File: src/rtl/fep_consts.svh
`ifndef FEP_CONSTS_SVH
`define FEP_CONSTS_SVH

// Timing, in the units printed, and the cycle counts derived at 20 MHz
`define FEP_CLK_KHZ       20000
`define FEP_LINK_UP_MS    50
`define FEP_WIN_MS        2
`define FEP_LINK_UP_CYC   (`FEP_LINK_UP_MS * `FEP_CLK_KHZ)
`define FEP_WIN_CYC       (`FEP_WIN_MS * `FEP_CLK_KHZ)
`define FEP_IDLE_RUN      16

// Register offsets (byte addresses)
`define FEP_REG_CTRL      8'h00
`define FEP_REG_STAT      8'h04

// Control fields, reset value and writable mask
`define FEP_CTRL_AN       0
`define FEP_CTRL_OVR      1
`define FEP_CTRL_BYP      2
`define FEP_CTRL_ADDR_LSB 4
`define FEP_CTRL_ADDR_MSB 8
`define FEP_CTRL_RST      9'h000
`define FEP_CTRL_MASK     9'h1F7

// Status fields
`define FEP_STAT_LINK     0
`define FEP_STAT_LINK2    1
`define FEP_STAT_LOCK     2
`define FEP_STAT_CRS      3
`define FEP_STAT_L10      4
`define FEP_STAT_FLP      5
`define FEP_STAT_POL      6

// Fixed scrambler seed bits, nonzero so the generator never sticks
`define FEP_SEED_HI       6'h2A

// Code groups and the preamble nibble
`define FEP_CG_I          5'h1F
`define FEP_CG_J          5'h18
`define FEP_CG_K          5'h11
`define FEP_CG_T          5'h0D
`define FEP_CG_R          5'h07
`define FEP_PREAMBLE      4'h5

`endif

File: src/rtl/fep_pkg.sv
package fep_pkg;

   typedef logic [4:0] fep_cg_t;
   typedef logic [3:0] fep_nib_t;

   typedef enum logic [3:0] {
      tx_idle = 4'h1,
      tx_k    = 4'h2,
      tx_data = 4'h4,
      tx_r    = 4'h8
   } fep_tx_e;

   typedef enum logic [2:0] {
      rx_idle  = 3'h1,
      rx_pre   = 3'h2,
      rx_frame = 3'h4
   } fep_rx_e;

endpackage

File: src/rtl/fep_link_if.sv
`timescale 1ns/100ps
interface fep_link_if;
   logic sym_stb;
   logic idle_cg;
   logic locked;
   logic link_up;
   logic link_drop;

   modport mon  (input sym_stb, idle_cg, output locked, link_up, link_drop);
   modport core (output sym_stb, idle_cg, input locked, link_up, link_drop);
endinterface

File: src/rtl/fep_scr.sv
`timescale 1ns/100ps
module fep_scr (
   input  logic                clk,
   input  logic                rst,
   input  logic                step,
   input  logic                load,
   input  logic [10:0]         seed,
   input  logic                bypass,
   input  logic                resync,
   input  fep_pkg::fep_cg_t    din,
   output fep_pkg::fep_cg_t    dout
);
   logic [10:0]      state_reg;
   logic [10:0]      state_next;
   fep_pkg::fep_cg_t mixed;

   // Bit 4 goes first on the wire; taps at stages 11 and 9
   always_comb begin
      logic key;
      key        = 1'b0;
      state_next = state_reg;
      mixed      = din;
      for (int i = 4; i >= 0; i--) begin
         key        = state_next[10] ^ state_next[8];
         mixed[i]   = din[i] ^ key;
         // While hunting, an idle is assumed, so the key is the inverted bit
         state_next = {state_next[9:0], resync ? ~din[i] : key};
      end
   end

   assign dout = bypass ? din : mixed;

   always_ff @(posedge clk) begin
      if (rst || load) begin
         state_reg <= seed;
      end else if (step) begin
         state_reg <= state_next;
      end
   end
endmodule

File: src/rtl/fep_link_mon.sv
`timescale 1ns/100ps
`include "fep_consts.svh"
module fep_link_mon #(
   parameter int UP_CYC   = `FEP_LINK_UP_CYC,
   parameter int WIN_CYC  = `FEP_WIN_CYC,
   parameter int IDLE_RUN = `FEP_IDLE_RUN
) (
   input  logic       clk,
   input  logic       rst,
   fep_link_if.mon    lk
);
   localparam int UW = $clog2(UP_CYC + 1);
   localparam int WW = $clog2(WIN_CYC + 1);
   localparam int RW = $clog2(IDLE_RUN + 1);

   generate
      if (UP_CYC < 2 || WIN_CYC < 2 || IDLE_RUN < 1) begin : g_bad
         $error("link monitor counts out of range");
      end
   endgenerate

   logic [RW-1:0] run_reg;
   logic [RW-1:0] run_next;
   logic [WW-1:0] win_reg;
   logic [WW-1:0] win_next;
   logic [UW-1:0] up_reg;
   logic [UW-1:0] up_next;
   logic          seen_reg;
   logic          lock_reg;
   logic          link_reg;
   logic          drop_reg;
   logic          run_hit;
   logic          win_end;
   logic          fail;
   logic          link_next;

   assign run_hit  = (run_reg == RW'(IDLE_RUN));
   assign run_next = !lk.sym_stb ? run_reg :
                     !lk.idle_cg ? '0 :
                     run_hit ? run_reg : run_reg + 1'b1;
   assign win_end  = (win_reg == WW'(WIN_CYC - 1));
   // A window with no full idle run drops lock and link
   assign fail     = lock_reg & win_end & ~seen_reg & ~run_hit;
   assign win_next = (!lock_reg || win_end) ? '0 : win_reg + 1'b1;
   assign up_next  = (!lock_reg || link_reg) ? '0 : up_reg + 1'b1;
   assign link_next = lock_reg & ~fail &
                      (link_reg | (up_reg == UW'(UP_CYC - 1)));

   always_ff @(posedge clk) begin
      if (rst) begin
         run_reg  <= '0;
         win_reg  <= '0;
         up_reg   <= '0;
         seen_reg <= 1'b0;
         lock_reg <= 1'b0;
         link_reg <= 1'b0;
         drop_reg <= 1'b0;
      end else begin
         run_reg  <= run_next;
         win_reg  <= win_next;
         up_reg   <= up_next;
         seen_reg <= (lock_reg && !win_end) && (seen_reg || run_hit);
         lock_reg <= ~fail & (lock_reg | run_hit);
         link_reg <= link_next;
         drop_reg <= link_reg & ~link_next;
      end
   end

   assign lk.locked    = lock_reg;
   assign lk.link_up   = link_reg;
   assign lk.link_drop = drop_reg;
endmodule

File: src/rtl/fep_pcs.sv
`timescale 1ns/100ps
`include "fep_consts.svh"
// Operation
// - Idle code groups fill the line while transmit enable is low
// - First two frame nibbles are replaced by J then K
// - Further nibbles map to their fixed 5-bit data code groups
// - Frame end sends T then R, then idle fill resumes
// - Received J/K becomes two preamble nibbles; preamble always passed
// - Error and unassigned code groups never decode to a nibble
// - Non-data inside a frame raises receive error with nibble 0101
// - Link up after descrambler stays locked about 50 ms
// - Link drops without a 16-idle run in any 2 ms window
// - 10 Mbps indication from idle waveforms is withheld once the descrambler locks
// - Link loss shows in status; restarts negotiation when enabled
// - Data sent only with link up, unless the override bit is set with negotiation off
// - Negotiation enabled and link down sends bursts, not data
// - Carrier sense rises on J/K and falls on T/R
// - Idles without T/R drop carrier, receive error for one symbol
// - Receive data valid from first preamble to frame end, error groups included
// - Scramble everything, idles too; descrambler syncs on idles
// - Scrambler seed takes five bits from the management address
// - Bypass bit skips both scrambler and descrambler
// - Polarity status is meaningless at 100 Mbps
// - Device sources both MII clocks at the symbol rate
module fep_pcs #(
   parameter int UP_CYC  = `FEP_LINK_UP_CYC,
   parameter int WIN_CYC = `FEP_WIN_CYC
) (
   input  logic        clk,
   input  logic        rst,
   input  logic        psel,
   input  logic        penable,
   input  logic        pwrite,
   input  logic [7:0]  paddr,
   input  logic [31:0] pwdata,
   output logic [31:0] prdata,
   output logic        pready,
   output logic        pslverr,
   input  logic        sym_clk,
   input  logic [4:0]  line_rx_cg,
   output logic [4:0]  line_tx_cg,
   output logic        mii_tx_clk,
   input  logic        mii_tx_en,
   input  logic [3:0]  mii_txd,
   output logic        mii_rx_clk,
   output logic        mii_rx_dv,
   output logic        mii_rx_er,
   output logic [3:0]  mii_rxd,
   output logic        mii_crs,
   input  logic        link10_ind,
   output logic        link10_up,
   output logic        flp_send,
   output logic        an_restart
);

   function automatic fep_pkg::fep_cg_t enc_nib(input fep_pkg::fep_nib_t n);
      fep_pkg::fep_cg_t c;
      case (n)
         4'h0:    c = 5'h1E;
         4'h1:    c = 5'h09;
         4'h2:    c = 5'h14;
         4'h3:    c = 5'h15;
         4'h4:    c = 5'h0A;
         4'h5:    c = 5'h0B;
         4'h6:    c = 5'h0E;
         4'h7:    c = 5'h0F;
         4'h8:    c = 5'h12;
         4'h9:    c = 5'h13;
         4'hA:    c = 5'h16;
         4'hB:    c = 5'h17;
         4'hC:    c = 5'h1A;
         4'hD:    c = 5'h1B;
         4'hE:    c = 5'h1C;
         default: c = 5'h1D;
      endcase
      return c;
   endfunction

   // Inverse search of the data table: anything else is non-data
   function automatic logic [4:0] dec_cg(input fep_pkg::fep_cg_t c);
      logic [4:0] r;
      r = 5'h00;
      for (int i = 0; i < 16; i++) begin
         if (enc_nib(4'(i)) == c) begin
            r = {1'b1, 4'(i)};
         end
      end
      return r;
   endfunction

   // Input synchronisers: symbol clock, MII transmit pins, line, 10M flag
   logic [11:0] in_s1_reg;
   logic [11:0] in_s2_reg;
   logic        sclk_d_reg;
   logic        mii_clk_reg;
   logic        sym_stb;
   logic        tx_en_s;
   logic [3:0]  txd_s;
   logic [4:0]  rx_cg_s;
   logic        link10_s;

   always_ff @(posedge clk) begin
      if (rst) begin
         in_s1_reg   <= 12'h000;
         in_s2_reg   <= 12'h000;
         sclk_d_reg  <= 1'b0;
         mii_clk_reg <= 1'b0;
      end else begin
         in_s1_reg   <= {sym_clk, mii_tx_en, mii_txd, line_rx_cg, link10_ind};
         in_s2_reg   <= in_s1_reg;
         sclk_d_reg  <= in_s2_reg[11];
         mii_clk_reg <= in_s2_reg[11];
      end
   end

   assign sym_stb  = in_s2_reg[11] & ~sclk_d_reg;
   assign tx_en_s  = in_s2_reg[10];
   assign txd_s    = in_s2_reg[9:6];
   assign rx_cg_s  = in_s2_reg[5:1];
   assign link10_s = in_s2_reg[0];

   // Both MII clocks follow the symbol clock, one cycle behind the strobe
   assign mii_tx_clk = mii_clk_reg;
   assign mii_rx_clk = mii_clk_reg;

   // APB slave, zero wait states; read data captured in the setup phase
   logic [8:0]  ctrl_reg;
   logic [31:0] prdata_reg;
   logic        hit_ctrl;
   logic        hit_stat;
   logic        ctrl_wr;
   logic [31:0] stat_w;
   logic [31:0] rd_mux;
   logic        an_en;
   logic        ovr;
   logic        byp;
   logic [10:0] seed_w;

   assign hit_ctrl = (paddr == `FEP_REG_CTRL);
   assign hit_stat = (paddr == `FEP_REG_STAT);
   assign ctrl_wr  = psel & penable & pwrite & hit_ctrl;
   assign pready   = 1'b1;
   assign pslverr  = psel & penable & ~(hit_ctrl | hit_stat);
   assign prdata   = prdata_reg;
   assign rd_mux   = hit_ctrl ? {23'h000000, ctrl_reg} :
                     hit_stat ? stat_w : 32'h00000000;

   assign an_en  = ctrl_reg[`FEP_CTRL_AN];
   assign ovr    = ctrl_reg[`FEP_CTRL_OVR];
   assign byp    = ctrl_reg[`FEP_CTRL_BYP];
   assign seed_w = {`FEP_SEED_HI,
                    ctrl_reg[`FEP_CTRL_ADDR_MSB:`FEP_CTRL_ADDR_LSB]};

   always_ff @(posedge clk) begin
      if (rst) begin
         ctrl_reg   <= `FEP_CTRL_RST;
         prdata_reg <= 32'h00000000;
      end else begin
         if (ctrl_wr) begin
            ctrl_reg <= pwdata[8:0] & `FEP_CTRL_MASK;
         end
         if (psel && !penable) begin
            prdata_reg <= rd_mux;
         end
      end
   end

   // Link monitor and the two scramblers
   fep_link_if       lk();
   fep_pkg::fep_cg_t tx_plain;
   fep_pkg::fep_cg_t tx_scr;
   fep_pkg::fep_cg_t rx_desc;
   fep_pkg::fep_cg_t rx_cur;

   assign lk.sym_stb = sym_stb;
   assign lk.idle_cg = (rx_desc == `FEP_CG_I);

   fep_link_mon #(
      .UP_CYC  (UP_CYC),
      .WIN_CYC (WIN_CYC)
   ) u_mon (
      .clk (clk),
      .rst (rst),
      .lk  (lk.mon)
   );

   // The seed is reloaded on every control write from the address held before that write,
   // so an address change takes effect at the next control write; the far end simply resynchronises
   fep_scr u_tx_scr (
      .clk    (clk),
      .rst    (rst),
      .step   (sym_stb),
      .load   (ctrl_wr),
      .seed   (seed_w),
      .bypass (byp),
      .resync (1'b0),
      .din    (tx_plain),
      .dout   (tx_scr)
   );

   fep_scr u_rx_scr (
      .clk    (clk),
      .rst    (rst),
      .step   (sym_stb),
      .load   (ctrl_wr),
      .seed   (seed_w),
      .bypass (byp),
      .resync (~lk.locked),
      .din    (rx_cg_s),
      .dout   (rx_desc)
   );

   // Transmit framing
   fep_pkg::fep_tx_e tx_st_reg;
   fep_pkg::fep_tx_e tx_st_next;
   logic             tx_ok;
   logic [4:0]       tx_cg_reg;

   assign tx_ok = (lk.link_up | ovr) & ~(an_en & ~lk.link_up);

   always_comb begin
      tx_st_next = tx_st_reg;
      tx_plain   = `FEP_CG_I;
      case (tx_st_reg)
         fep_pkg::tx_idle: begin
            if (tx_en_s && tx_ok) begin
               tx_plain   = `FEP_CG_J;
               tx_st_next = fep_pkg::tx_k;
            end
         end
         fep_pkg::tx_k: begin
            tx_plain   = `FEP_CG_K;
            tx_st_next = fep_pkg::tx_data;
         end
         fep_pkg::tx_data: begin
            if (tx_en_s) begin
               tx_plain = enc_nib(txd_s);
            end else begin
               tx_plain   = `FEP_CG_T;
               tx_st_next = fep_pkg::tx_r;
            end
         end
         fep_pkg::tx_r: begin
            tx_plain   = `FEP_CG_R;
            tx_st_next = fep_pkg::tx_idle;
         end
         default: begin
            tx_st_next = fep_pkg::tx_idle;
         end
      endcase
   end

   // The nibble taken is the one the MAC set up after the previous edge
   always_ff @(posedge clk) begin
      if (rst) begin
         tx_st_reg <= fep_pkg::tx_idle;
         tx_cg_reg <= `FEP_CG_I;
      end else if (sym_stb) begin
         tx_st_reg <= tx_st_next;
         tx_cg_reg <= tx_scr;
      end
   end

   assign line_tx_cg = tx_cg_reg;

   // Receive: outputs run one symbol behind so J/K can be recognised
   fep_pkg::fep_rx_e rx_st_reg;
   fep_pkg::fep_rx_e rx_st_next;
   fep_pkg::fep_cg_t prev_reg;
   logic [4:0]       dec_w;
   logic             end_pair;
   logic             idle_cut;
   logic             crs_reg;
   logic             crs_next;
   logic             dv_reg;
   logic             dv_next;
   logic             er_reg;
   logic             er_next;
   logic [3:0]       rxd_reg;
   logic [3:0]       rxd_next;

   // An unlocked descrambler is read as idle, which closes any open frame
   assign rx_cur   = lk.locked ? rx_desc : `FEP_CG_I;
   assign dec_w    = dec_cg(prev_reg);
   assign end_pair = (prev_reg == `FEP_CG_T) && (rx_cur == `FEP_CG_R);
   assign idle_cut = (rx_cur == `FEP_CG_I);

   always_comb begin
      rx_st_next = rx_st_reg;
      crs_next   = crs_reg;
      dv_next    = dv_reg;
      er_next    = 1'b0;
      rxd_next   = rxd_reg;
      case (rx_st_reg)
         fep_pkg::rx_idle: begin
            if (prev_reg == `FEP_CG_J && rx_cur == `FEP_CG_K) begin
               rx_st_next = fep_pkg::rx_pre;
               crs_next   = 1'b1;
               dv_next    = 1'b1;
               rxd_next   = `FEP_PREAMBLE;
            end
         end
         fep_pkg::rx_pre: begin
            if (idle_cut) begin
               rx_st_next = fep_pkg::rx_idle;
               crs_next   = 1'b0;
               dv_next    = 1'b0;
               er_next    = 1'b1;
            end else begin
               rx_st_next = fep_pkg::rx_frame;
               rxd_next   = `FEP_PREAMBLE;
            end
         end
         fep_pkg::rx_frame: begin
            if (end_pair) begin
               rx_st_next = fep_pkg::rx_idle;
               crs_next   = 1'b0;
               dv_next    = 1'b0;
            end else if (idle_cut) begin
               rx_st_next = fep_pkg::rx_idle;
               crs_next   = 1'b0;
               dv_next    = 1'b0;
               er_next    = 1'b1;
            end else if (dec_w[4]) begin
               rxd_next = dec_w[3:0];
            end else begin
               er_next  = 1'b1;
               rxd_next = `FEP_PREAMBLE;
            end
         end
         default: begin
            rx_st_next = fep_pkg::rx_idle;
            crs_next   = 1'b0;
            dv_next    = 1'b0;
         end
      endcase
   end

   always_ff @(posedge clk) begin
      if (rst) begin
         rx_st_reg <= fep_pkg::rx_idle;
         prev_reg  <= `FEP_CG_I;
         crs_reg   <= 1'b0;
         dv_reg    <= 1'b0;
         er_reg    <= 1'b0;
         rxd_reg   <= 4'h0;
      end else if (sym_stb) begin
         rx_st_reg <= rx_st_next;
         prev_reg  <= rx_cur;
         crs_reg   <= crs_next;
         dv_reg    <= dv_next;
         er_reg    <= er_next;
         rxd_reg   <= rxd_next;
      end
   end

   assign mii_crs   = crs_reg;
   assign mii_rx_dv = dv_reg;
   assign mii_rx_er = er_reg;
   assign mii_rxd   = rxd_reg;

   // Side outputs: negotiation hooks and the 10 Mbps qualifier
   logic flp_reg;
   logic restart_reg;
   logic l10_reg;

   always_ff @(posedge clk) begin
      if (rst) begin
         flp_reg     <= 1'b0;
         restart_reg <= 1'b0;
         l10_reg     <= 1'b0;
      end else begin
         flp_reg     <= an_en & ~lk.link_up;
         restart_reg <= an_en & lk.link_drop;
         // Idle waveforms lock the descrambler within a few dozen
         // symbols, so a 10 Mbps indication seen while locked is withheld
         l10_reg     <= link10_s & ~lk.locked;
      end
   end

   assign flp_send   = flp_reg;
   assign an_restart = restart_reg;
   assign link10_up  = l10_reg;

   // Polarity reads zero: the 100 Mbps signalling has no polarity
   assign stat_w = {25'h0000000,
                    1'b0,
                    flp_reg,
                    l10_reg,
                    crs_reg,
                    lk.locked,
                    lk.link_up,
                    lk.link_up};

endmodule

File: config.mk
export PLATFORM = sky130hd
export DESIGN_NAME = fep_pcs
export DESIGN_NICKNAME = d
export VERILOG_FILES = /design/src/rtl/fep_pkg.sv /design/src/rtl/fep_link_if.sv /design/src/rtl/fep_scr.sv /design/src/rtl/fep_link_mon.sv /design/src/rtl/fep_pcs.sv
export VERILOG_INCLUDE_DIRS = /design/src /design/src/rtl
export SDC_FILE = /design/constraint.sdc
export NUM_CORES = 1
export LEC_CHECK = 0
export ABC_AREA = 1
export BUFFER_PORTS_ARGS = -buffer_cell sky130_fd_sc_hd__buf_2
export CORE_MARGIN = 2
export CORE_UTILIZATION = 60
export CTS_CLUSTER_SIZE = 40
export DETAILED_ROUTE_END_ITERATION = 8
export PLACE_DENSITY = 0.84
export SYNTH_ARGS = -nofsm -noshare
export SYNTH_HDL_FRONTEND = slang
export SYNTH_SLANG_ARGS = --single-unit
File: constraint.sdc
create_clock -name clk -period 2.6 [get_ports clk]
set_input_delay 0.39 -clock clk [delete_from_list [all_inputs] [get_ports clk]]
set_output_delay 0.39 -clock clk [all_outputs]
set_load 0.1 [all_outputs]
==> Word-level counts from Yosys, hierarchy flattened <==
Memories as Yosys holds them, arrays and structs flattened. A register that Yosys moved wholly into a read port is not among the register bits.
Index checks and enable logic that the tools add are counted.
{ "totals": {"register_bits": 159, "latch_bits": 0, "ram_bits": 0, "mem_bits_ro": 80, "inputBits": 57, "output_inout_bits": 51, "word_cells": 211, "mem_count": 1} }
{ "memory_table": {"columns": ["memory", "depth", "width", "rd", "rd_clocked_by_memory_dff", "write_ports", "line", "rtl"], "rows": [
  ["(no name shown)", 16, 5, 1, 1, 0, "fep_pcs.sv:58", "case (n)"]
]} }
{ "op_classes": {"add_sub_neg": 3, "mul": 0, "div": 0, "magnitude_cmp": 0, "n_eq_ne": 41, "n_shift": 0, "muxes": 62, "n_bitwise": 54, "reduce_logical": 23} }
{ "op_table": {"columns": ["op", "n"], "rows": [
  ["5-bit two-way mux", 26],
  ["5-bit equality test (first input constant)", 11],
  ["4-bit two-way mux", 8],
  ["4-bit by 5-bit equality test with 1-bit output (first input constant)", 5],
  ["5-bit equality test (second input constant)", 5],
  ["4-bit one-hot mux with 3 select lines", 2],
  ["20-bit by 1-bit adder with 20-bit output (second input constant)", 1],
  ["20-bit equality test (second input constant)", 1],
  ["5-bit one-hot mux with 4 select lines", 1],
  ["1-bit bitwise XOR", 20],
  ["16-bit by 1-bit adder with 16-bit output (second input constant)", 1],
  ["1-bit bitwise AND", 16],
  ["16-bit equality test (second input constant)", 1],
  ["3-bit two-way mux", 5],
  ["1-bit two-way mux", 14],
  ["2-bit inequality test (second input constant)", 7],
  ["1-bit inverter", 14],
  ["9-bit two-way mux", 1],
  ["3-bit one-hot mux with 3 select lines", 1],
  ["8-bit by 3-bit equality test with 1-bit output (second input constant)", 1],
  ["8-bit zero test", 1],
  ["1-bit logical AND", 6],
  ["6-bit two-way mux", 1],
  ["1-bit one-hot mux with 3 select lines", 2],
  ["other kinds (21)", 32]
]} }

==> Depth between registers and ports, before layout <==
{ "depth": {"word_depth": 21, "mapped_depth": 14, "mapped_depth_nobuf": 14} }

==> By module <==
Synthesis repeated with hierarchy kept, for this count alone.
{ "hier_totals": {"cells_unflattened": 1030, "hier_area_um2": 7255.7} }
{ "by_module_without_submodules": {"columns": ["module", "n_inst", "cells_per_inst", "area_per_inst_um2", "seq_area_each_um2"], "rows": [
  ["fep_pcs", 1, 455, 3251.9, 1401.3],
  ["fep_link_mon", 1, 335, 2412.3, 900.9],
  ["fep_scr", 2, 120, 795.8, 330.3]
]} }

==> Worst setup path after synthesis <==
Ideal clock, no wire load.
{ "synth_path": {"path_kind": "input to output", "start": "in paddr[7]", "end": "out pslverr", "arrival_time_ns": 2.656, "required_time_ns": 2.210, "path_slack_ns": -0.446, "stages": 4, "path_buffers": 0, "cell_sequence": "nor2_1 > nand2_1 > nor2_2 > nor3_1"} }
{ "synth_between": {"elab_chain_cells": 4, "word_cells_on_any_way": 5, "classes_between": "eq/ne: 1; bitwise: 3; reduce/logical: 1"} }
{ "synth_lines": {"columns": ["element", "line", "rtl"], "rows": [
  ["start: declaration", "fep_pcs.sv:34", "input logic [7:0] paddr,"],
  ["8-bit by 3-bit equality test with 1-bit output (no source line) or 8-bit zero test (tied branches)", null, null],
  ["1-bit OR (*)", "fep_pcs.sv:143", "assign pslverr = psel & penable & ~(hit_ctrl | hit_stat);"],
  ["1-bit inverter (*)", "fep_pcs.sv:143", null],
  ["1-bit bitwise AND (*)", "fep_pcs.sv:143", null],
  ["end: declaration", "fep_pcs.sv:38", "output logic pslverr,"]
]} }
Every way passes the cells marked *; elsewhere a longest branch is shown, timed or not.

==> Worst setup path in the final report <==
{ "layout_path": {"start": "reg tx_st_reg[3]", "end": "reg tx_cg_reg[4] (netlist: line_tx_cg[4])"} }
{ "layout_between": {"elab_chain_cells": 4, "word_cells_on_any_way": 7, "classes_between": "eq/ne: 4; mux: 2; bitwise: 1"} }
{ "layout_lines": {"columns": ["element", "line", "rtl"], "rows": [
  ["start: declaration", "fep_pcs.sv:214", "fep_pkg::fep_tx_e tx_st_reg;"],
  ["start signal: assignment", "fep_pcs.sv:256", "tx_st_reg <= fep_pkg::tx_idle;"],
  ["start signal: assignment", "fep_pcs.sv:259", "tx_st_reg <= tx_st_next;"],
  ["4-bit equality test (tied with other cells)", "fep_pcs.sv:224", "case (tx_st_reg)"],
  ["5-bit one-hot mux with 4 select lines (*)", "fep_pcs.sv:224", null],
  ["1-bit bitwise XOR", "fep_scr.sv:25", "mixed[i] = din[i] ^ key;"],
  ["5-bit two-way mux (*)", "fep_scr.sv:31", "assign dout = bypass ? din : mixed;"],
  ["end signal: assignment", "fep_pcs.sv:257", "tx_cg_reg <= `FEP_CG_I;"],
  ["end signal: assignment", "fep_pcs.sv:260", "tx_cg_reg <= tx_scr;"],
  ["end: declaration", "fep_pcs.sv:217", "logic [4:0] tx_cg_reg;"]
]} }
Marked as above.
A chain may end at the register's enable or synchronous reset.

==> impl_metrics.prom <==
# TYPE chip_impl_metric gauge
chip_impl_metric{name="synthDistinctLibCells",unit=""} 46
chip_impl_metric{name="cts-resized-gates",unit=""} 0
chip_impl_metric{name="syn_area",unit="um^2"} 6370
chip_impl_metric{name="crit_required",unit="ps"} 3070
chip_impl_info{name="cpMostUsedCell",value="nand2_1"} 1
chip_impl_metric{name="postCtsSetupRepairBufs",unit=""} 0
chip_impl_metric{name="cts-buffers-inserted",unit=""} 17
chip_impl_metric{name="int_pwr",unit="uW"} 3640
chip_impl_metric{name="worstPathMaxFanout",unit=""} 4
chip_impl_metric{name="drcViolationCount",unit=""} 0
chip_impl_metric{name="flop_and_latch_count_out_of_synthesis",unit=""} 137
chip_impl_metric{name="placedCellCount",unit=""} 1050
chip_impl_metric{name="via_count",unit=""} 5615
chip_impl_metric{name="antenna_found_initial",unit=""} 0
chip_impl_info{name="hold_path_class",value="input port to register"} 1
chip_impl_info{name="clock_tree_root_driver_cell",value="clkbuf_8"} 1
chip_impl_metric{name="dieArea",unit="um^2"} 11500
chip_impl_metric{name="rr_worst_depth",unit=""} 10
chip_impl_metric{name="wire_per_inst",unit="um"} 12.6
chip_impl_metric{name="fin_setup_tns",unit="ps"} 0
chip_impl_metric{name="groute.usage.overall",unit="%"} 24.9
chip_impl_metric{name="hold_viol_final",unit=""} 0
chip_impl_metric{name="worstPathArrival",unit="ps"} 2550
chip_impl_metric{name="min_period_over_period",unit="%"} 80.2
chip_impl_metric{name="slew_headroom",unit="%"} 48.8
chip_impl_info{name="clock_tree_from_tritoncts",value="built"} 1
chip_impl_metric{name="multi_input_area",unit="um^2"} 2850
chip_impl_info{name="yosysMostFrequentCell",value="nand2_1"} 1
chip_impl_metric{name="worst_pin_slew",unit="ps"} 768
chip_impl_metric{name="maxClockFrequency",unit="GHz"} 0.480
chip_impl_info{name="post-synth-top-area-cell",value="dfxtp_1"} 1
chip_impl_metric{name="largest_register_ffs",unit=""} 20
chip_impl_metric{name="first_pass_iters",unit=""} 5
chip_impl_info{name="cp_cell_sequence",value="inv_1, nand2_1, nor3_1, nor2_1, nand2_1, nor2_1, a211oi_1, or2_2, nand3_1, nand2_1"} 1
chip_impl_metric{name="initial_utilization",unit="%"} 61.7
chip_impl_info{name="crit_slowest_cell",value="a211oi_1"} 1
chip_impl_metric{name="sequentialPowerShare",unit="%"} 44.3
chip_impl_metric{name="final_nets",unit=""} 994
chip_impl_info{name="timing_worst_setup_path_type",value="register to register"} 1
chip_impl_metric{name="cts_hold_buf",unit=""} 0
chip_impl_metric{name="drv.max_cap_violation_count",unit=""} 0
chip_impl_metric{name="num_rows",unit=""} 37
chip_impl_metric{name="dieWidth",unit="um"} 107
chip_impl_metric{name="async_reset_ff_share",unit="%"} 0
chip_impl_info{name="synth_top_flop_cell",value="dfxtp_1"} 1
chip_impl_metric{name="drt-initial-drc-count",unit=""} 350
chip_impl_metric{name="stdcell_area",unit="um^2"} 7280
chip_impl_metric{name="power_frac_clock",unit="%"} 45.9
chip_impl_metric{name="maximum_number_of_pins_on_one_net_before_global_route_repair",unit=""} 34
chip_impl_metric{name="sequential_cell_area",unit="um^2"} 2840
chip_impl_metric{name="flow.area_growth_from_synthesis",unit="%"} 14.4
chip_impl_metric{name="numClockSinks",unit=""} 137
chip_impl_metric{name="chipHeight",unit="um"} 107
chip_impl_info{name="timing.critical_path.to_type",value="register"} 1
chip_impl_info{name="timing.critical_path.max_delay_family",value="simple AND/OR/NAND/NOR gates"} 1
chip_impl_metric{name="syn_inst",unit=""} 869
chip_impl_metric{name="first_global_vias",unit=""} 5153
chip_impl_info{name="critical_path.reg2reg.startpoint",value="tx_st_reg[3]"} 1
chip_impl_metric{name="report.final.slew_viol_count",unit=""} 0
chip_impl_metric{name="buffer_ports.inserted",unit=""} 59
chip_impl_metric{name="worst-path-buf-inv",unit=""} 1
chip_impl_metric{name="gp_congestion",unit=""} 0.904
chip_impl_info{name="endpoint_of_the_worst_register_to_register_path",value="line_tx_cg[4]"} 1
chip_impl_metric{name="final.fill_count",unit=""} 835
chip_impl_metric{name="via_per_inst",unit=""} 5.19
chip_impl_metric{name="grt_first_pass_wirelength",unit="um"} 22800
chip_impl_info{name="synth.top_cells.by_area",value="dfxtp_1 40%, nand2_1 10%, inv_1 7.4%"} 1
chip_impl_metric{name="finish.cell_count_without_fillers",unit=""} 1082
chip_impl_metric{name="timing.final.setup_violations",unit=""} 0
chip_impl_metric{name="postRouteAntennaNets",unit=""} 0
chip_impl_metric{name="p_comb_share",unit="%"} 9.8
chip_impl_metric{name="dpl.hpwl",unit="um"} 9630
chip_impl_metric{name="hold-worst-slack",unit="ps"} 66.6
chip_impl_info{name="crit_path_start_kind",value="register"} 1
chip_impl_metric{name="clk_transition_reported_paths",unit="ps"} 60
chip_impl_metric{name="vdd.ir_drop.worst",unit="uV"} 519
chip_impl_metric{name="grt.overflow.total",unit=""} 0
chip_impl_metric{name="seq_area_frac_synth",unit="%"} 44.7
chip_impl_metric{name="timing.reg2reg.setup_slack",unit="ps"} 520
chip_impl_metric{name="h-tree-depth",unit=""} 4
chip_impl_metric{name="wl",unit="um"} 13600
chip_impl_metric{name="power.switching",unit="uW"} 1350
chip_impl_metric{name="drive_gt1_share",unit="%"} 13.8
chip_impl_info{name="hold_path.startpoint",value="mii_tx_en"} 1
chip_impl_metric{name="number_of_enable_type_register_cells_in_the_synthesized_netlist",unit=""} 10
chip_impl_metric{name="pin_count",unit=""} 108
chip_impl_metric{name="power_switching_share",unit="%"} 27.0
chip_impl_info{name="status",value="finished, final reports clean"} 1
chip_impl_metric{name="clock_insertion_delay_worst_skew",unit="ps"} 520
chip_impl_metric{name="num_antenna_cells",unit=""} 0
chip_impl_metric{name="ys_warn_count",unit=""} 0
chip_impl_metric{name="power.leakage",unit="uW"} 0.00314
chip_impl_metric{name="critPathMaxStageDelay",unit="ps"} 460
chip_impl_metric{name="syn-mean-instance-area",unit="um^2"} 7.33
chip_impl_info{name="unrepaired_setup_endpoints_after_global_routing",value="false"} 1
chip_impl_metric{name="placement.cell_area",unit="um^2"} 6720
chip_impl_metric{name="power.density_cell_area",unit="nW/um^2"} 685
chip_impl_info{name="min_delay_worst_endpoint",value="in_s1_reg[10]"} 1
chip_impl_info{name="ys_top_cells_by_count",value="172 x nand2_1, 127 x dfxtp_1, 125 x inv_1, 110 x nor2_1, 55 x a21oi_1"} 1
chip_impl_metric{name="yosys.area.top_type_share",unit="%"} 39.9
chip_impl_metric{name="finalClockSkew",unit="ps"} 7.78
chip_impl_metric{name="clock_path_buffers",unit=""} 2
chip_impl_metric{name="floorplan.core_area",unit="um^2"} 10300
chip_impl_metric{name="worst_hold_path.num_cells",unit=""} 3
chip_impl_metric{name="timing.final.crit_period",unit="ps"} 2080
## cell usage in the layout (no fill, tap or decap), types with 2 or more instances in the layout
cell type and count:
bufinv_16 2, a211oi_1 8, inv_4 2, dfxtp_1 127, nor2_2 6, a21oi_1 55, xor2_1 3, nand3_4 2
xnor2_1 8, buf_4 10, edfxtp_1 10, nor3_2 4, inv_1 125, inv_2 5, nand3b_1 4, or2_2 3
o21ai_0 36, conb_1 24, nand3_1 48, nor4_1 5, nand2_2 5, buf_2 59, clkinvlp_4 4, clkbuf_16 16
inv_6 3, o2111ai_1 2, o211ai_1 12, o221ai_1 3, o31ai_1 6, o32ai_1 3, clkbuf_1 2, ha_1 4
nand4_1 15, nor2_1 110, nor3_1 27, nand2_1 172
## worst register-to-register path, stage by stage (launching register included)
cell and delay, ps:
dfxtp_1 330, inv_1 90, nand2_1 70, nor3_1 320, nor2_1 120, nand2_1 160, nor2_1 130, a211oi_1 460
or2_2 200, nand3_1 80, nand2_1 70
## per-layer routing
metal  global-route usage [%]  part of all wire (%)  up-vias
met5                        0                     0        -
met4                     7.98                   1.5        0
met3                     6.08                   5.1       20
met2                     41.1                    48      156
met1                     32.2                    45     2545
li1                         -                     -     2894
## area by class of cell
cell class | instances | area share, %
Multi-Input combinational cell | 578 | 39.1
Timing Repair Buffer | 69 | 5.09
Clock buffer | 19 | 5.79
Tap cell | 136 | 2.34
Sequential cell | 137 | 39.0
Inverter | 130 | 6.70
Clock inverter | 13 | 1.96
## kinds of logic after synthesis
family          Yosys count  share of synthesized area [%]
compound gates          132                           12.2
xor+xnor                 11                           1.51
fa+ha+maj                 4                          0.786
buf+inv                 176                           12.0
flops                   137                           44.7
other cells               2                          0.118
simple gates            407                           28.7
## stage by stage
| step | setup slack [ps] | power [uW] | util, % |
|---|---|---|---|
| 2_1_floorplan | 333 | 2680 | - |
| 3_3_place_gp | 442 | 2730 | 65.1 |
| 3_5_place_dp | 360 | 2740 | 65.1 |
| 4_1_cts | 602 | 5010 | 70.5 |
| 5_1_grt | 358 | 5150 | 70.5 |
| 6_report | 516 | 4990 | 70.5 |
## power by group through the flow
stage | combinational [uW] | sequential [uW] | clock (uW)
after floorplan | 343 | 2340 | 0
after global placement | 478 | 2250 | 0
after detailed placement | 483 | 2260 | 0
after CTS | 486 | 2210 | 2310
after global routing | 519 | 2220 | 2420
final | 487 | 2210 | 2290
## worst max-delay path by stage
stage / startpoint / endpoint / cells past startpoint
2_1_floorplan: mii_rx_clk / u_rx_scr.state_reg[0] / 4
3_3_place_gp: paddr[7] / u_tx_scr.state_reg[4] / 8
3_5_place_dp: paddr[7] / u_tx_scr.state_reg[1] / 8
4_1_cts: tx_st_reg[3] / line_tx_cg[4] / 11
5_1_grt: u_mon.win_reg[0] / u_mon.win_reg[10] / 12
6_report: tx_st_reg[3] / line_tx_cg[4] / 10
Note: power is estimated with default switching activity, not from simulation.
